--- src/tams_cfg.svh ---
// constants of the trigger, arming and measurement block
// assumes a 100 MHz mclk; times are kept in microseconds
`ifndef TAMS_CFG_SVH
`define TAMS_CFG_SVH
`define TAMS_CLK_MHZ     100
`define TAMS_WIN50_US    20000
`define TAMS_WIN60_US    16600
`define TAMS_WIN100_US   10000
`define TAMS_SYNC_MAX_US 60000
`define TAMS_HZ50        16'h0032
`define TAMS_HZ60        16'h003C
`define TAMS_HZ100       16'h0064
`define TAMS_WTG_BIT     5
`define TAMS_ST_FAULT    5
`define TAMS_ST_PROT     4
`define TAMS_ST_MODE     3
`define TAMS_ST_ERRQ     2
`define TAMS_ST_LIST     1
`define TAMS_ST_OUT      0
`define TAMS_BOOT_CNT    2'h3
`endif

--- src/tams_pkg.sv ---
// types of the trigger, arming and measurement block
// shared by the top module and its verification
package tams_pkg;
   typedef enum logic [3:0] {
      CMD_NOP = 4'h0, CMD_ABORT = 4'h1, CMD_INIT = 4'h2, CMD_CONT = 4'h3,
      CMD_TRG = 4'h4, CMD_RST = 4'h5, CMD_SRC = 4'h6, CMD_VTRIG = 4'h7,
      CMD_CTRIG = 4'h8, CMD_VOLT = 4'h9, CMD_CURR = 4'hA, CMD_MSYNC = 4'hB,
      CMD_MRATE = 4'hC, CMD_WENAB = 4'hD, CMD_QUERY = 4'hE, CMD_EVENT = 4'hF
   } tams_cmd_t;
   typedef enum logic [1:0] {Q_CONT = 2'h0, Q_SYNC = 2'h1, Q_RATE = 2'h2, Q_MEAS = 2'h3} tams_query_t;
   typedef enum logic [1:0] {R50 = 2'h0, R60 = 2'h1, R100 = 2'h2} tams_rate_t;
   typedef enum logic [1:0] {K_NUM = 2'h0, K_TOKEN = 2'h1, K_STAT = 2'h2} tams_kind_t;
   typedef enum logic {SRC_BUS = 1'b0, SRC_EXT = 1'b1} tams_src_t;
   typedef enum logic [3:0] {
      ST_IDLE = 4'b0001, ST_VOLT = 4'b0010, ST_CURR = 4'b0100, ST_STAT = 4'b1000
   } tams_state_t;
endpackage : tams_pkg

--- src/tams_top.sv ---
// trigger arming, waiting-for-trigger status and measurement control
// assumes parsed command tokens on mclk, one per cycle; analog values
// and status inputs come from logic on the same clock
`include "tams_cfg.svh"
`timescale 1ns/1ns
`default_nettype none
module tams_top import tams_pkg::*; #(
   parameter int unsigned   WIN50_CYC    = `TAMS_WIN50_US * `TAMS_CLK_MHZ,
   parameter int unsigned   WIN60_CYC    = `TAMS_WIN60_US * `TAMS_CLK_MHZ,
   parameter int unsigned   WIN100_CYC   = `TAMS_WIN100_US * `TAMS_CLK_MHZ,
   parameter int unsigned   SYNC_MAX_CYC = `TAMS_SYNC_MAX_US * `TAMS_CLK_MHZ,
   parameter logic [7:0]    MEAS_EXP     = 8'hFD
) (
   input  wire logic        mclk,
   input  wire logic        rst_n,
   input  wire logic        cmd_valid,
   input  wire logic [3:0]  cmd_code,
   input  wire logic [15:0] cmd_arg,
   input  wire logic        ext_trig_pin,
   input  wire logic        disp_fast_pin,
   input  wire logic        fault_in,
   input  wire logic        prot_in,
   input  wire logic        cur_mode_in,
   input  wire logic        error_queue_nonempty,
   input  wire logic        list_run_in,
   input  wire logic        output_on_in,
   input  wire logic [15:0] meas_volt_in,
   input  wire logic [15:0] meas_curr_in,
   output logic [15:0]      volt_set,
   output logic [15:0]      curr_set,
   output logic             wtg,
   output logic             wtg_event,
   output logic             cont_arm,
   output logic             measure_sync_select,
   output logic [1:0]       measure_sample_rate,
   output logic             sample_tick,
   output logic [7:0]       measure_status_byte,
   output logic             reply_valid,
   output logic [1:0]       reply_kind,
   output logic [1:0]       reply_field,
   output logic [15:0]      reply_mant,
   output logic [7:0]       reply_exp,
   output logic             cmd_error
);
   // ----------------------------------------------------------------
   // state
   // ----------------------------------------------------------------
   logic [15:0] volt_set_r, curr_set_r, vtrig_r, ctrig_r, mvolt_r, mcurr_r;
   logic        armed_r, cont_r, wtg_r, wtg_event_r, wtg_enab_r, sync_r;
   logic        src_r, tick_r, rv_r, err_r, boot_done_r;
   logic [1:0]  rate_r, kind_r, field_r, boot_cnt_r;
   logic [15:0] mant_r;
   logic [7:0]  exp_r, status_r;
   logic [23:0] win_cnt_r;
   logic [2:0]  ext_s, disp_s;
   logic        ext_lvl_r;
   tams_state_t st_r;

   // counter reload for a rate code: the window length in cycles minus one
   function automatic logic [23:0] rate_cycles(input logic [1:0] r);
      rate_cycles = (r == R50) ? 24'(WIN50_CYC - 1) :
                    (r == R100) ? 24'(WIN100_CYC - 1) : 24'(WIN60_CYC - 1);
   endfunction : rate_cycles

   // ----------------------------------------------------------------
   // command decode
   // ----------------------------------------------------------------
   wire cmd_abort = cmd_valid && cmd_code == CMD_ABORT;
   wire cmd_init  = cmd_valid && cmd_code == CMD_INIT;
   wire cmd_cont  = cmd_valid && cmd_code == CMD_CONT;
   wire cmd_trg   = cmd_valid && cmd_code == CMD_TRG;
   wire cmd_rst   = cmd_valid && cmd_code == CMD_RST;
   wire cmd_src   = cmd_valid && cmd_code == CMD_SRC;
   wire cmd_vtrig = cmd_valid && cmd_code == CMD_VTRIG;
   wire cmd_ctrig = cmd_valid && cmd_code == CMD_CTRIG;
   wire cmd_volt  = cmd_valid && cmd_code == CMD_VOLT;
   wire cmd_curr  = cmd_valid && cmd_code == CMD_CURR;
   wire cmd_msync = cmd_valid && cmd_code == CMD_MSYNC;
   wire cmd_mrate = cmd_valid && cmd_code == CMD_MRATE;
   wire cmd_wenab = cmd_valid && cmd_code == CMD_WENAB;
   wire cmd_query = cmd_valid && cmd_code == CMD_QUERY;
   wire cmd_event = cmd_valid && cmd_code == CMD_EVENT;
   wire st_idle   = st_r == ST_IDLE;
   // a query while a measure reply is still streaming would collide
   wire q_refuse  = (cmd_query || cmd_event) && !st_idle;
   wire q_take    = cmd_query && st_idle;
   wire q_meas    = q_take && cmd_arg[1:0] == Q_MEAS;

   // legal rate arguments only; anything else is refused
   wire rate_is50  = cmd_arg == `TAMS_HZ50;
   wire rate_is60  = cmd_arg == `TAMS_HZ60;
   wire rate_is100 = cmd_arg == `TAMS_HZ100;
   wire rate_ok    = rate_is50 || rate_is60 || rate_is100;
   wire [1:0] rate_arg = rate_is50 ? R50 : (rate_is100 ? R100 : R60);
   wire rate_bad   = cmd_mrate && !rate_ok;

   // ----------------------------------------------------------------
   // external trigger and strap synchronisers
   // ----------------------------------------------------------------
   // level moves only when stages two and three agree
   wire ext_agree = ext_s[1] == ext_s[2];
   wire ext_rise  = ext_agree && ext_s[2] && !ext_lvl_r;

   always_ff @(posedge mclk) begin
      if (!rst_n) begin
         ext_s     <= 3'h0;
         disp_s    <= 3'h0;
         ext_lvl_r <= 1'b0;
      end else begin
         ext_s     <= {ext_s[1:0], ext_trig_pin};
         disp_s    <= {disp_s[1:0], disp_fast_pin};
         ext_lvl_r <= ext_agree ? ext_s[2] : ext_lvl_r;
      end
   end

   // ----------------------------------------------------------------
   // trigger arming and waiting-for-trigger
   // ----------------------------------------------------------------
   wire trg_req = (cmd_trg && src_r == SRC_BUS) || (ext_rise && src_r == SRC_EXT);
   wire fire    = trg_req && (armed_r || cont_r);
   wire armed_nxt = cmd_rst ? 1'b0 :
                    (cmd_abort && !cont_r) ? 1'b0 :
                    (cmd_init && !cont_r) ? 1'b1 :
                    (fire && !cont_r) ? 1'b0 : armed_r;
   wire cont_nxt = cmd_rst ? 1'b0 : (cmd_cont ? cmd_arg[0] : cont_r);
   // continuous: bus reads solid 1, external dips for one cycle per trigger
   wire wtg_nxt = cmd_rst ? 1'b0 :
                  cont_r ? ((src_r == SRC_BUS) ? 1'b1 : !fire) :
                  armed_nxt;
   wire wtg_chg = wtg_nxt != wtg_r && wtg_enab_r && src_r == SRC_EXT;
   wire setpt_chg = cmd_volt || cmd_curr || fire;

   always_ff @(posedge mclk) begin
      if (!rst_n) begin
         armed_r <= 1'b0;
         cont_r  <= 1'b0;
         wtg_r   <= 1'b0;
         src_r   <= SRC_BUS;
      end else begin
         armed_r <= armed_nxt;
         cont_r  <= cont_nxt;
         wtg_r   <= wtg_nxt;
         src_r   <= cmd_src ? cmd_arg[0] : src_r;
      end
   end

   // event bit is read-and-clear; a new transition wins over the clear
   always_ff @(posedge mclk) begin
      if (!rst_n) begin
         wtg_event_r <= 1'b0;
         wtg_enab_r  <= 1'b0;
      end else begin
         wtg_event_r <= wtg_chg || (wtg_event_r && !(cmd_event && st_idle));
         wtg_enab_r  <= cmd_wenab ? cmd_arg[`TAMS_WTG_BIT] : wtg_enab_r;
      end
   end

   // setpoints; an accepted trigger applies the triggered values
   always_ff @(posedge mclk) begin
      if (!rst_n) begin
         volt_set_r <= 16'h0000;
         curr_set_r <= 16'h0000;
         vtrig_r    <= 16'h0000;
         ctrig_r    <= 16'h0000;
      end else begin
         volt_set_r <= fire ? vtrig_r : (cmd_volt ? cmd_arg : volt_set_r);
         curr_set_r <= fire ? ctrig_r : (cmd_curr ? cmd_arg : curr_set_r);
         vtrig_r    <= cmd_vtrig ? cmd_arg : vtrig_r;
         ctrig_r    <= cmd_ctrig ? cmd_arg : ctrig_r;
      end
   end

   // ----------------------------------------------------------------
   // measurement timing
   // ----------------------------------------------------------------
   // the strap is read only once its synchroniser has filled
   wire boot_take = !boot_done_r && boot_cnt_r == `TAMS_BOOT_CNT;
   wire win_zero  = win_cnt_r == 24'h000000;
   // sync mode restarts the window on a setpoint change, so a fresh
   // sample lands within one window; free-running mode does not restart on a setpoint change
   wire win_load  = win_zero || (sync_r && setpt_chg) || (cmd_mrate && rate_ok) || boot_take;
   wire [1:0] rate_nxt = boot_take ? (disp_s[2] ? R100 : R60) :
                         (cmd_mrate && rate_ok) ? rate_arg : rate_r;

   always_ff @(posedge mclk) begin
      if (!rst_n) begin
         boot_cnt_r  <= 2'h0;
         boot_done_r <= 1'b0;
         rate_r      <= R60;
         sync_r      <= 1'b0;
         win_cnt_r   <= 24'h000000;
         tick_r      <= 1'b0;
      end else begin
         boot_cnt_r  <= boot_done_r ? boot_cnt_r : boot_cnt_r + 2'h1;
         boot_done_r <= boot_done_r || boot_take;
         rate_r      <= rate_nxt;
         sync_r      <= cmd_msync ? cmd_arg[0] : sync_r;
         win_cnt_r   <= win_load ? rate_cycles(rate_nxt) : win_cnt_r - 24'h000001;
         tick_r      <= win_zero;
      end
   end

   // samples are captured on the window end; status is registered every cycle
   wire [7:0] stat_w;
   assign stat_w[7:6]            = 2'h0;
   assign stat_w[`TAMS_ST_FAULT] = fault_in;
   assign stat_w[`TAMS_ST_PROT]  = prot_in;
   assign stat_w[`TAMS_ST_MODE]  = cur_mode_in;
   assign stat_w[`TAMS_ST_ERRQ]  = error_queue_nonempty;
   assign stat_w[`TAMS_ST_LIST]  = list_run_in;
   assign stat_w[`TAMS_ST_OUT]   = output_on_in;

   always_ff @(posedge mclk) begin
      if (!rst_n) begin
         mvolt_r  <= 16'h0000;
         mcurr_r  <= 16'h0000;
         status_r <= 8'h00;
      end else begin
         mvolt_r  <= win_zero ? meas_volt_in : mvolt_r;
         mcurr_r  <= win_zero ? meas_curr_in : mcurr_r;
         status_r <= stat_w;
      end
   end

   // ----------------------------------------------------------------
   // replies
   // ----------------------------------------------------------------
   wire [15:0] rate_mant = (rate_r == R100) ? 16'h0001 : ((rate_r == R50) ? 16'h0005 : 16'h0006);
   wire [7:0]  rate_exp  = (rate_r == R100) ? 8'h02 : 8'h01;
   wire [1:0]  qsel      = cmd_arg[1:0];
   // simple replies go out the cycle after the query
   wire        rv_nxt    = (q_take && qsel != Q_MEAS) || (cmd_event && st_idle) || !st_idle;
   wire [1:0]  kind_nxt  = (st_r == ST_STAT) ? K_STAT :
                           (q_take && qsel == Q_SYNC) ? K_TOKEN : K_NUM;
   wire [1:0]  field_nxt = (st_r == ST_CURR) ? 2'h1 : ((st_r == ST_STAT) ? 2'h2 : 2'h0);
   wire [15:0] mant_nxt  = (st_r == ST_VOLT) ? mvolt_r :
                           (st_r == ST_CURR) ? mcurr_r :
                           (st_r == ST_STAT) ? {8'h00, status_r} :
                           cmd_event ? {15'h0000, wtg_event_r} :
                           (qsel == Q_CONT) ? {15'h0000, cont_r} :
                           (qsel == Q_SYNC) ? {15'h0000, sync_r} :
                           rate_mant;
   wire [7:0]  exp_nxt   = (st_r == ST_VOLT || st_r == ST_CURR) ? MEAS_EXP :
                           (q_take && qsel == Q_RATE) ? rate_exp : 8'h00;

   // the measure reply walks voltage, current, status
   always_ff @(posedge mclk) begin
      if (!rst_n) begin
         st_r <= ST_IDLE;
      end else begin
         unique case (st_r)
            ST_IDLE: st_r <= q_meas ? ST_VOLT : ST_IDLE;
            ST_VOLT: st_r <= ST_CURR;
            ST_CURR: st_r <= ST_STAT;
            ST_STAT: st_r <= ST_IDLE;
         endcase
      end
   end

   always_ff @(posedge mclk) begin
      if (!rst_n) begin
         rv_r    <= 1'b0;
         kind_r  <= K_NUM;
         field_r <= 2'h0;
         mant_r  <= 16'h0000;
         exp_r   <= 8'h00;
         err_r   <= 1'b0;
      end else begin
         rv_r    <= rv_nxt;
         kind_r  <= kind_nxt;
         field_r <= field_nxt;
         mant_r  <= mant_nxt;
         exp_r   <= exp_nxt;
         err_r   <= q_refuse || rate_bad;
      end
   end

   assign volt_set            = volt_set_r;
   assign curr_set            = curr_set_r;
   assign wtg                 = wtg_r;
   assign wtg_event           = wtg_event_r;
   assign cont_arm            = cont_r;
   assign measure_sync_select = sync_r;
   assign measure_sample_rate = rate_r;
   assign sample_tick         = tick_r;
   assign measure_status_byte = status_r;
   assign reply_valid         = rv_r;
   assign reply_kind          = kind_r;
   assign reply_field         = field_r;
   assign reply_mant          = mant_r;
   assign reply_exp           = exp_r;
   assign cmd_error           = err_r;

   // ----------------------------------------------------------------
   // assertions
   // ----------------------------------------------------------------
   // cycles since a setpoint change in sync mode without a fresh sample
   logic [23:0] since_r;
   always_ff @(posedge mclk) begin
      if (!rst_n || !sync_r || win_zero) since_r <= 24'h000000;
      else if (setpt_chg || since_r != 24'h000000) since_r <= since_r + 24'h000001;
   end

   property p_abort_single;
      @(posedge mclk) disable iff (!rst_n) cmd_abort && !cont_r |=> !armed_r && !wtg_r;
   endproperty
   a_abort_single: assert property (p_abort_single) else $error("abort left arming");
   property p_abort_cont;
      @(posedge mclk) disable iff (!rst_n) cmd_abort && cont_r && !fire |=> $stable(armed_r) && $stable(wtg_r);
   endproperty
   a_abort_cont: assert property (p_abort_cont) else $error("abort acted in continuous");
   property p_src_gate;
      @(posedge mclk) disable iff (!rst_n) cmd_trg && src_r == SRC_EXT && !ext_rise |=> $stable(volt_set_r);
   endproperty
   a_src_gate: assert property (p_src_gate) else $error("bus trigger taken off bus source");
   property p_load;
      @(posedge mclk) disable iff (!rst_n) fire |=> volt_set_r == $past(vtrig_r) && curr_set_r == $past(ctrig_r);
   endproperty
   a_load: assert property (p_load) else $error("triggered values not applied");
   property p_consume;
      @(posedge mclk) disable iff (!rst_n) cmd_trg && !armed_r && !cont_r |=> $stable(volt_set_r) && $stable(curr_set_r);
   endproperty
   a_consume: assert property (p_consume) else $error("second trigger accepted");
   property p_cont_bus;
      @(posedge mclk) disable iff (!rst_n) cont_r && src_r == SRC_BUS && !cmd_rst && !cmd_cont && !cmd_src |=> wtg_r;
   endproperty
   a_cont_bus: assert property (p_cont_bus) else $error("waiting flag not 1");
   property p_cont_ext;
      @(posedge mclk) disable iff (!rst_n) cont_r && src_r == SRC_EXT && fire && !cmd_rst |=> !wtg_r;
   endproperty
   a_cont_ext: assert property (p_cont_ext) else $error("waiting flag did not drop");
   property p_event;
      @(posedge mclk) disable iff (!rst_n) wtg_chg |=> wtg_event_r;
   endproperty
   a_event: assert property (p_event) else $error("transition not latched");
   property p_rst;
      @(posedge mclk) disable iff (!rst_n) cmd_rst |=> !cont_r && !wtg_r;
   endproperty
   a_rst: assert property (p_rst) else $error("reset command missed");
   property p_meas;
      @(posedge mclk) disable iff (!rst_n)
         q_meas |=> ##1 (rv_r && field_r == 2'h0) ##1 (rv_r && field_r == 2'h1) ##1 (rv_r && kind_r == K_STAT);
   endproperty
   a_meas: assert property (p_meas) else $error("measure reply order");
   property p_stat;
      @(posedge mclk) disable iff (!rst_n) 1'b1 |=> status_r[7:6] == 2'h0 && status_r[3] == $past(cur_mode_in);
   endproperty
   a_stat: assert property (p_stat) else $error("status byte layout");
   property p_sync;
      @(posedge mclk) disable iff (!rst_n) since_r <= 24'(SYNC_MAX_CYC);
   endproperty
   a_sync: assert property (p_sync) else $error("sync update late");
   // the bound above holds in either mode, so also check the restart itself
   property p_sync_restart;
      @(posedge mclk) disable iff (!rst_n) sync_r && setpt_chg |=> win_cnt_r == rate_cycles(rate_r);
   endproperty
   a_sync_restart: assert property (p_sync_restart) else $error("sync window not restarted");
   property p_rate;
      @(posedge mclk) disable iff (!rst_n) rate_r == R50 || rate_r == R60 || rate_r == R100;
   endproperty
   a_rate: assert property (p_rate) else $error("illegal rate");

   property p_cv_bus;
      @(posedge mclk) disable iff (!rst_n) fire && src_r == SRC_BUS;
   endproperty
   c_cv_bus: cover property (p_cv_bus);
   property p_cv_ext;
      @(posedge mclk) disable iff (!rst_n) fire && cont_r && src_r == SRC_EXT ##1 !wtg_r ##1 wtg_r;
   endproperty
   c_cv_ext: cover property (p_cv_ext);
   property p_cv_meas;
      @(posedge mclk) disable iff (!rst_n) rv_r && kind_r == K_STAT;
   endproperty
   c_cv_meas: cover property (p_cv_meas);
endmodule : tams_top
`default_nettype wire

--- config.mk ---
export PLATFORM = sky130hd
export DESIGN_NAME = tams_top
export DESIGN_NICKNAME = d
export VERILOG_FILES = /design/src/tams_pkg.sv /design/src/tams_top.sv
export VERILOG_INCLUDE_DIRS = /design/src
export SDC_FILE = /design/constraint.sdc
export NUM_CORES = 1
export LEC_CHECK = 0
export BUFFER_PORTS_ARGS = -buffer_cell sky130_fd_sc_hd__clkbuf_2
export CAP_MARGIN = 20
export CORE_UTILIZATION = 49
export CTS_CLUSTER_DIAMETER = 120
export DETAILED_ROUTE_END_ITERATION = 10
export HOLD_SLACK_MARGIN = 0.03
export PLACE_DENSITY = 0.75
export REMOVE_ABC_BUFFERS = 1
export SETUP_SLACK_MARGIN = 0.15
export SYNTH_ARGS = -nofsm -noshare
export SYNTH_HDL_FRONTEND = slang
export SYNTH_SLANG_ARGS = --single-unit
--- constraint.sdc ---
create_clock -name mclk -period 2.9 [get_ports mclk]
set_input_delay 0.87 -clock mclk [delete_from_list [all_inputs] [get_ports mclk]]
set_output_delay 0.87 -clock mclk [all_outputs]
set_load 0.005 [all_outputs]
==> flow_summary.toml <==
[job]
timing.max_cap.violations = 0

[grt]
grt_pass1_wl_um = 26400
grt_max_degree = 65
grt_pass1_vias = 5364
grt_util_all_layers = 0.231
grt_remaining_overflow = 0
antenna_found_initial = 0

[synthesis]
synth_compound_gate_area_share = 0.107
synth-simple-area-share = 0.193
yosys.area.top_type = "dfxtp_1"
synth_edf_count = 0
synth_area_per_cell_um2 = 9.39
async_flop_share = 0
ys.warnings.count = 0
synth-main-ff-cell = "dfxtp_1"
synth_common_cells = "dfxtp_1 (175), nor2_1 (132), mux2i_1 (87), nand2_1 (57), clkbuf_1 (38)"
synthMuxAreaShare = 0.126
synthCells = 738
netlist.area_leader.share = 0.506
synth_top_cells_by_area = "dfxtp_1 (51%), mux2i_1 (13%), nor2_1 (7.2%), a211oi_1 (3.9%), nand2_1 (3.1%)"
synth_xor_xnor_area_share = 0.0278
netlist_area_mm2 = 0.00693
yosysMostFrequentCell = "dfxtp_1"
synth_top_family_by_area = "simple AND/OR/NAND/NOR gates"
seq_area_frac_synth = 0.506
ys_types = 53
synth_fa_ha_area_frac = 0.00542
ys_ff_latch = 175

[floorplan]
rows = 43
io_pins = 140
initial_core_util = 0.501
die_w_um = 121
dieHeight_um = 121
dieArea_mm2 = 0.0146
core_mm2 = 0.0138

[final_layout]
drive_above_1_share = 0.237
fin_cells = 1071
final_util = 0.618
final_net_count = 945
diodes = 0
area_growth_pct = 23.3
finalInstanceArea_mm2 = 0.00854

[sta]
worst_slew_pin_slew_ns = 0.621
fin_worst_skew_ns = 0.00737
tns_ns = 0
relSlewSlack = 0.586
grt_setup_unrepaired = "no"
slew_violations = 0
setup_viol = 0
hold_slack_ns = 0.431
hold_viol = 0
clock.fmax_mhz = 378
fin_crit_sh = 0.912
fin_crit_ns = 2.65

[worst_hold_path]
hold_class = "flop to flop"

[clock_tree]
cts_resized = 0
clock_sinks = 175
clock-root-buffer = "clkbuf_16"
clk_latency_ns = 0.43
cts_max_level = 4
path_clk_slew_ns = 0.06
cts_tree = "yes"
cts_buffers = 17
hold_buffers = 0
post_cts_buffers = 0
cts_max_path_buffers = 2

[power]
p_comb_frac = 0.204
p_int_mw = 4.58
leakagePower_nw = 3.74
vdd_drop_max_uv = 484
seq_power_share = 0.446
p_sw_mw = 1.78
pwr_density_cell_mw_per_mm2 = 745
p_clk_frac = 0.350
p_sw_frac = 0.281

[worst_setup_path]
worstPathRequired_ns = 3.22
crit_arrival_ns = 2.97
cp-start-kind = "flop"
crit_fanout = 5
worstSetupEndpointType = "flop"
setup.worst_path.class = "flop to flop"

[place]
dpl-instance-area_mm2 = 0.00796
dp.final_hpwl_um = 10800
io_buffers = 137
placedCellCount = 1040
gp_congestion = 0.849

[drt]
dr_total_vias = 5659
vias_per_cell = 5.28
drc = 0
drt_wl_total_um = 15800
dr.pass1.iters = 7
drtIter0Drc = 366
drt-wirelength-per-cell_um = 14.8
final_antenna_net_count = 0

[outcome]
status = "finished clean"
==> cell type report <==
class	instances	area (µm²)
multi-input combinational	509	3210
sequential	175	3500
clock buffer	23	468
fill	1172	5290
timing repair buffer	171	1000
clock inverter	8	108
tap	180	225
inverter	5	20.0
==> cell families (layout without fill, tap and decap cells) <==
| group | count (synthesis) | count (layout) |
|---|---|---|
| AO/OA/AOI/OAI | 110 | 110 |
| XOR/XNOR | 22 | 22 |
| adder cells (fa/ha/maj) | 3 | 3 |
| buffers and inverters | 55 | 207 |
| flip-flops | 175 | 175 |
| multiplexers | 87 | 87 |
| other | 1 | 2 |
| AND/OR/NAND/NOR | 285 | 285 |
==> through the flow <==
stage	power, mW	worst slack (ns)
detailed placement	4.16	0.0478
global placement	4.14	0.0800
CTS	6.40	0.242
global route	6.70	0.150
finish	6.36	0.255
floorplan	3.77	-0.589
==> layer usage <==
metal  wire [µm]  track usage
met4         294       0.0965
met3        1080       0.0625
met2        7270        0.373
met1        7200        0.290
met5           0            0
==> power groups by stage <==
stage	Clock, mW	Combinational (mW)	Sequential (mW)
after floorplan	0	0.925	2.84
after global placement	0	1.26	2.88
after detailed placement	0	1.28	2.88
after CTS	2.27	1.30	2.83
after global routing	2.37	1.46	2.86
final	2.23	1.30	2.84
==> registers in the layout (all words and copies together) (netlist names), 2 cells and up <==
signal and cells:
win_cnt_r 24, ctrig_r 16, curr_set 16, mcurr_r 16, mvolt_r 16, reply_mant 16, volt_set 16, vtrig_r 16
measure_status_byte 6, st_r 4, disp_s 3, ext_s 3, reply_exp 3, boot_cnt_r 2, measure_sample_rate 2, reply_field 2
reply_kind 2
==> cells in the final DEF, fill, tap and decap left out, types with 4 or more instances in the layout <==
cell,netlist,routed
nor4_1,8,8
nand3_1,9,9
a21oi_1,36,36
inv_1,4,4
nor2b_1,5,5
dfxtp_1,175,175
buf_12,0,5
clkbuf_2,1,137
nand3b_1,8,8
a22o_1,9,9
xnor2_1,13,13
clkbuf_16,0,17
nand2b_1,5,5
and2_1,15,15
buf_4,7,29
xor2_1,9,9
clkinvlp_4,0,4
mux2i_1,87,87
o21ai_0,8,8
nor4b_1,4,4
clkbuf_1,38,4
nand2_1,57,56
nor3_1,16,15
a211oi_1,36,36
nor3b_1,4,4
nor2_1,132,128
and3_1,8,8
==> critical path, stage by stage (launching register included) <==
cell     delay (ns)
dfxtp_1        0.35
or4_1          0.55
or3_1          0.35
or4_4          0.54
and4_4         0.20
or3b_1         0.38
and3_1         0.17
==> path summary, 6_finish.rpt <==
path / start / endpoint / slack (ns) / cells past startpoint
worst max-delay path: win_cnt_r[9] / win_cnt_r[16] / 0.25 / 6
worst min-delay path: ext_s[0] / ext_s[1] / 0.43 / 1
worst max register to register: win_cnt_r[9] / win_cnt_r[16] / 0.25 / 6
worst min register to register: ext_s[0] / ext_s[1] / 0.43 / 1
(Power assumes the default switching activity.)
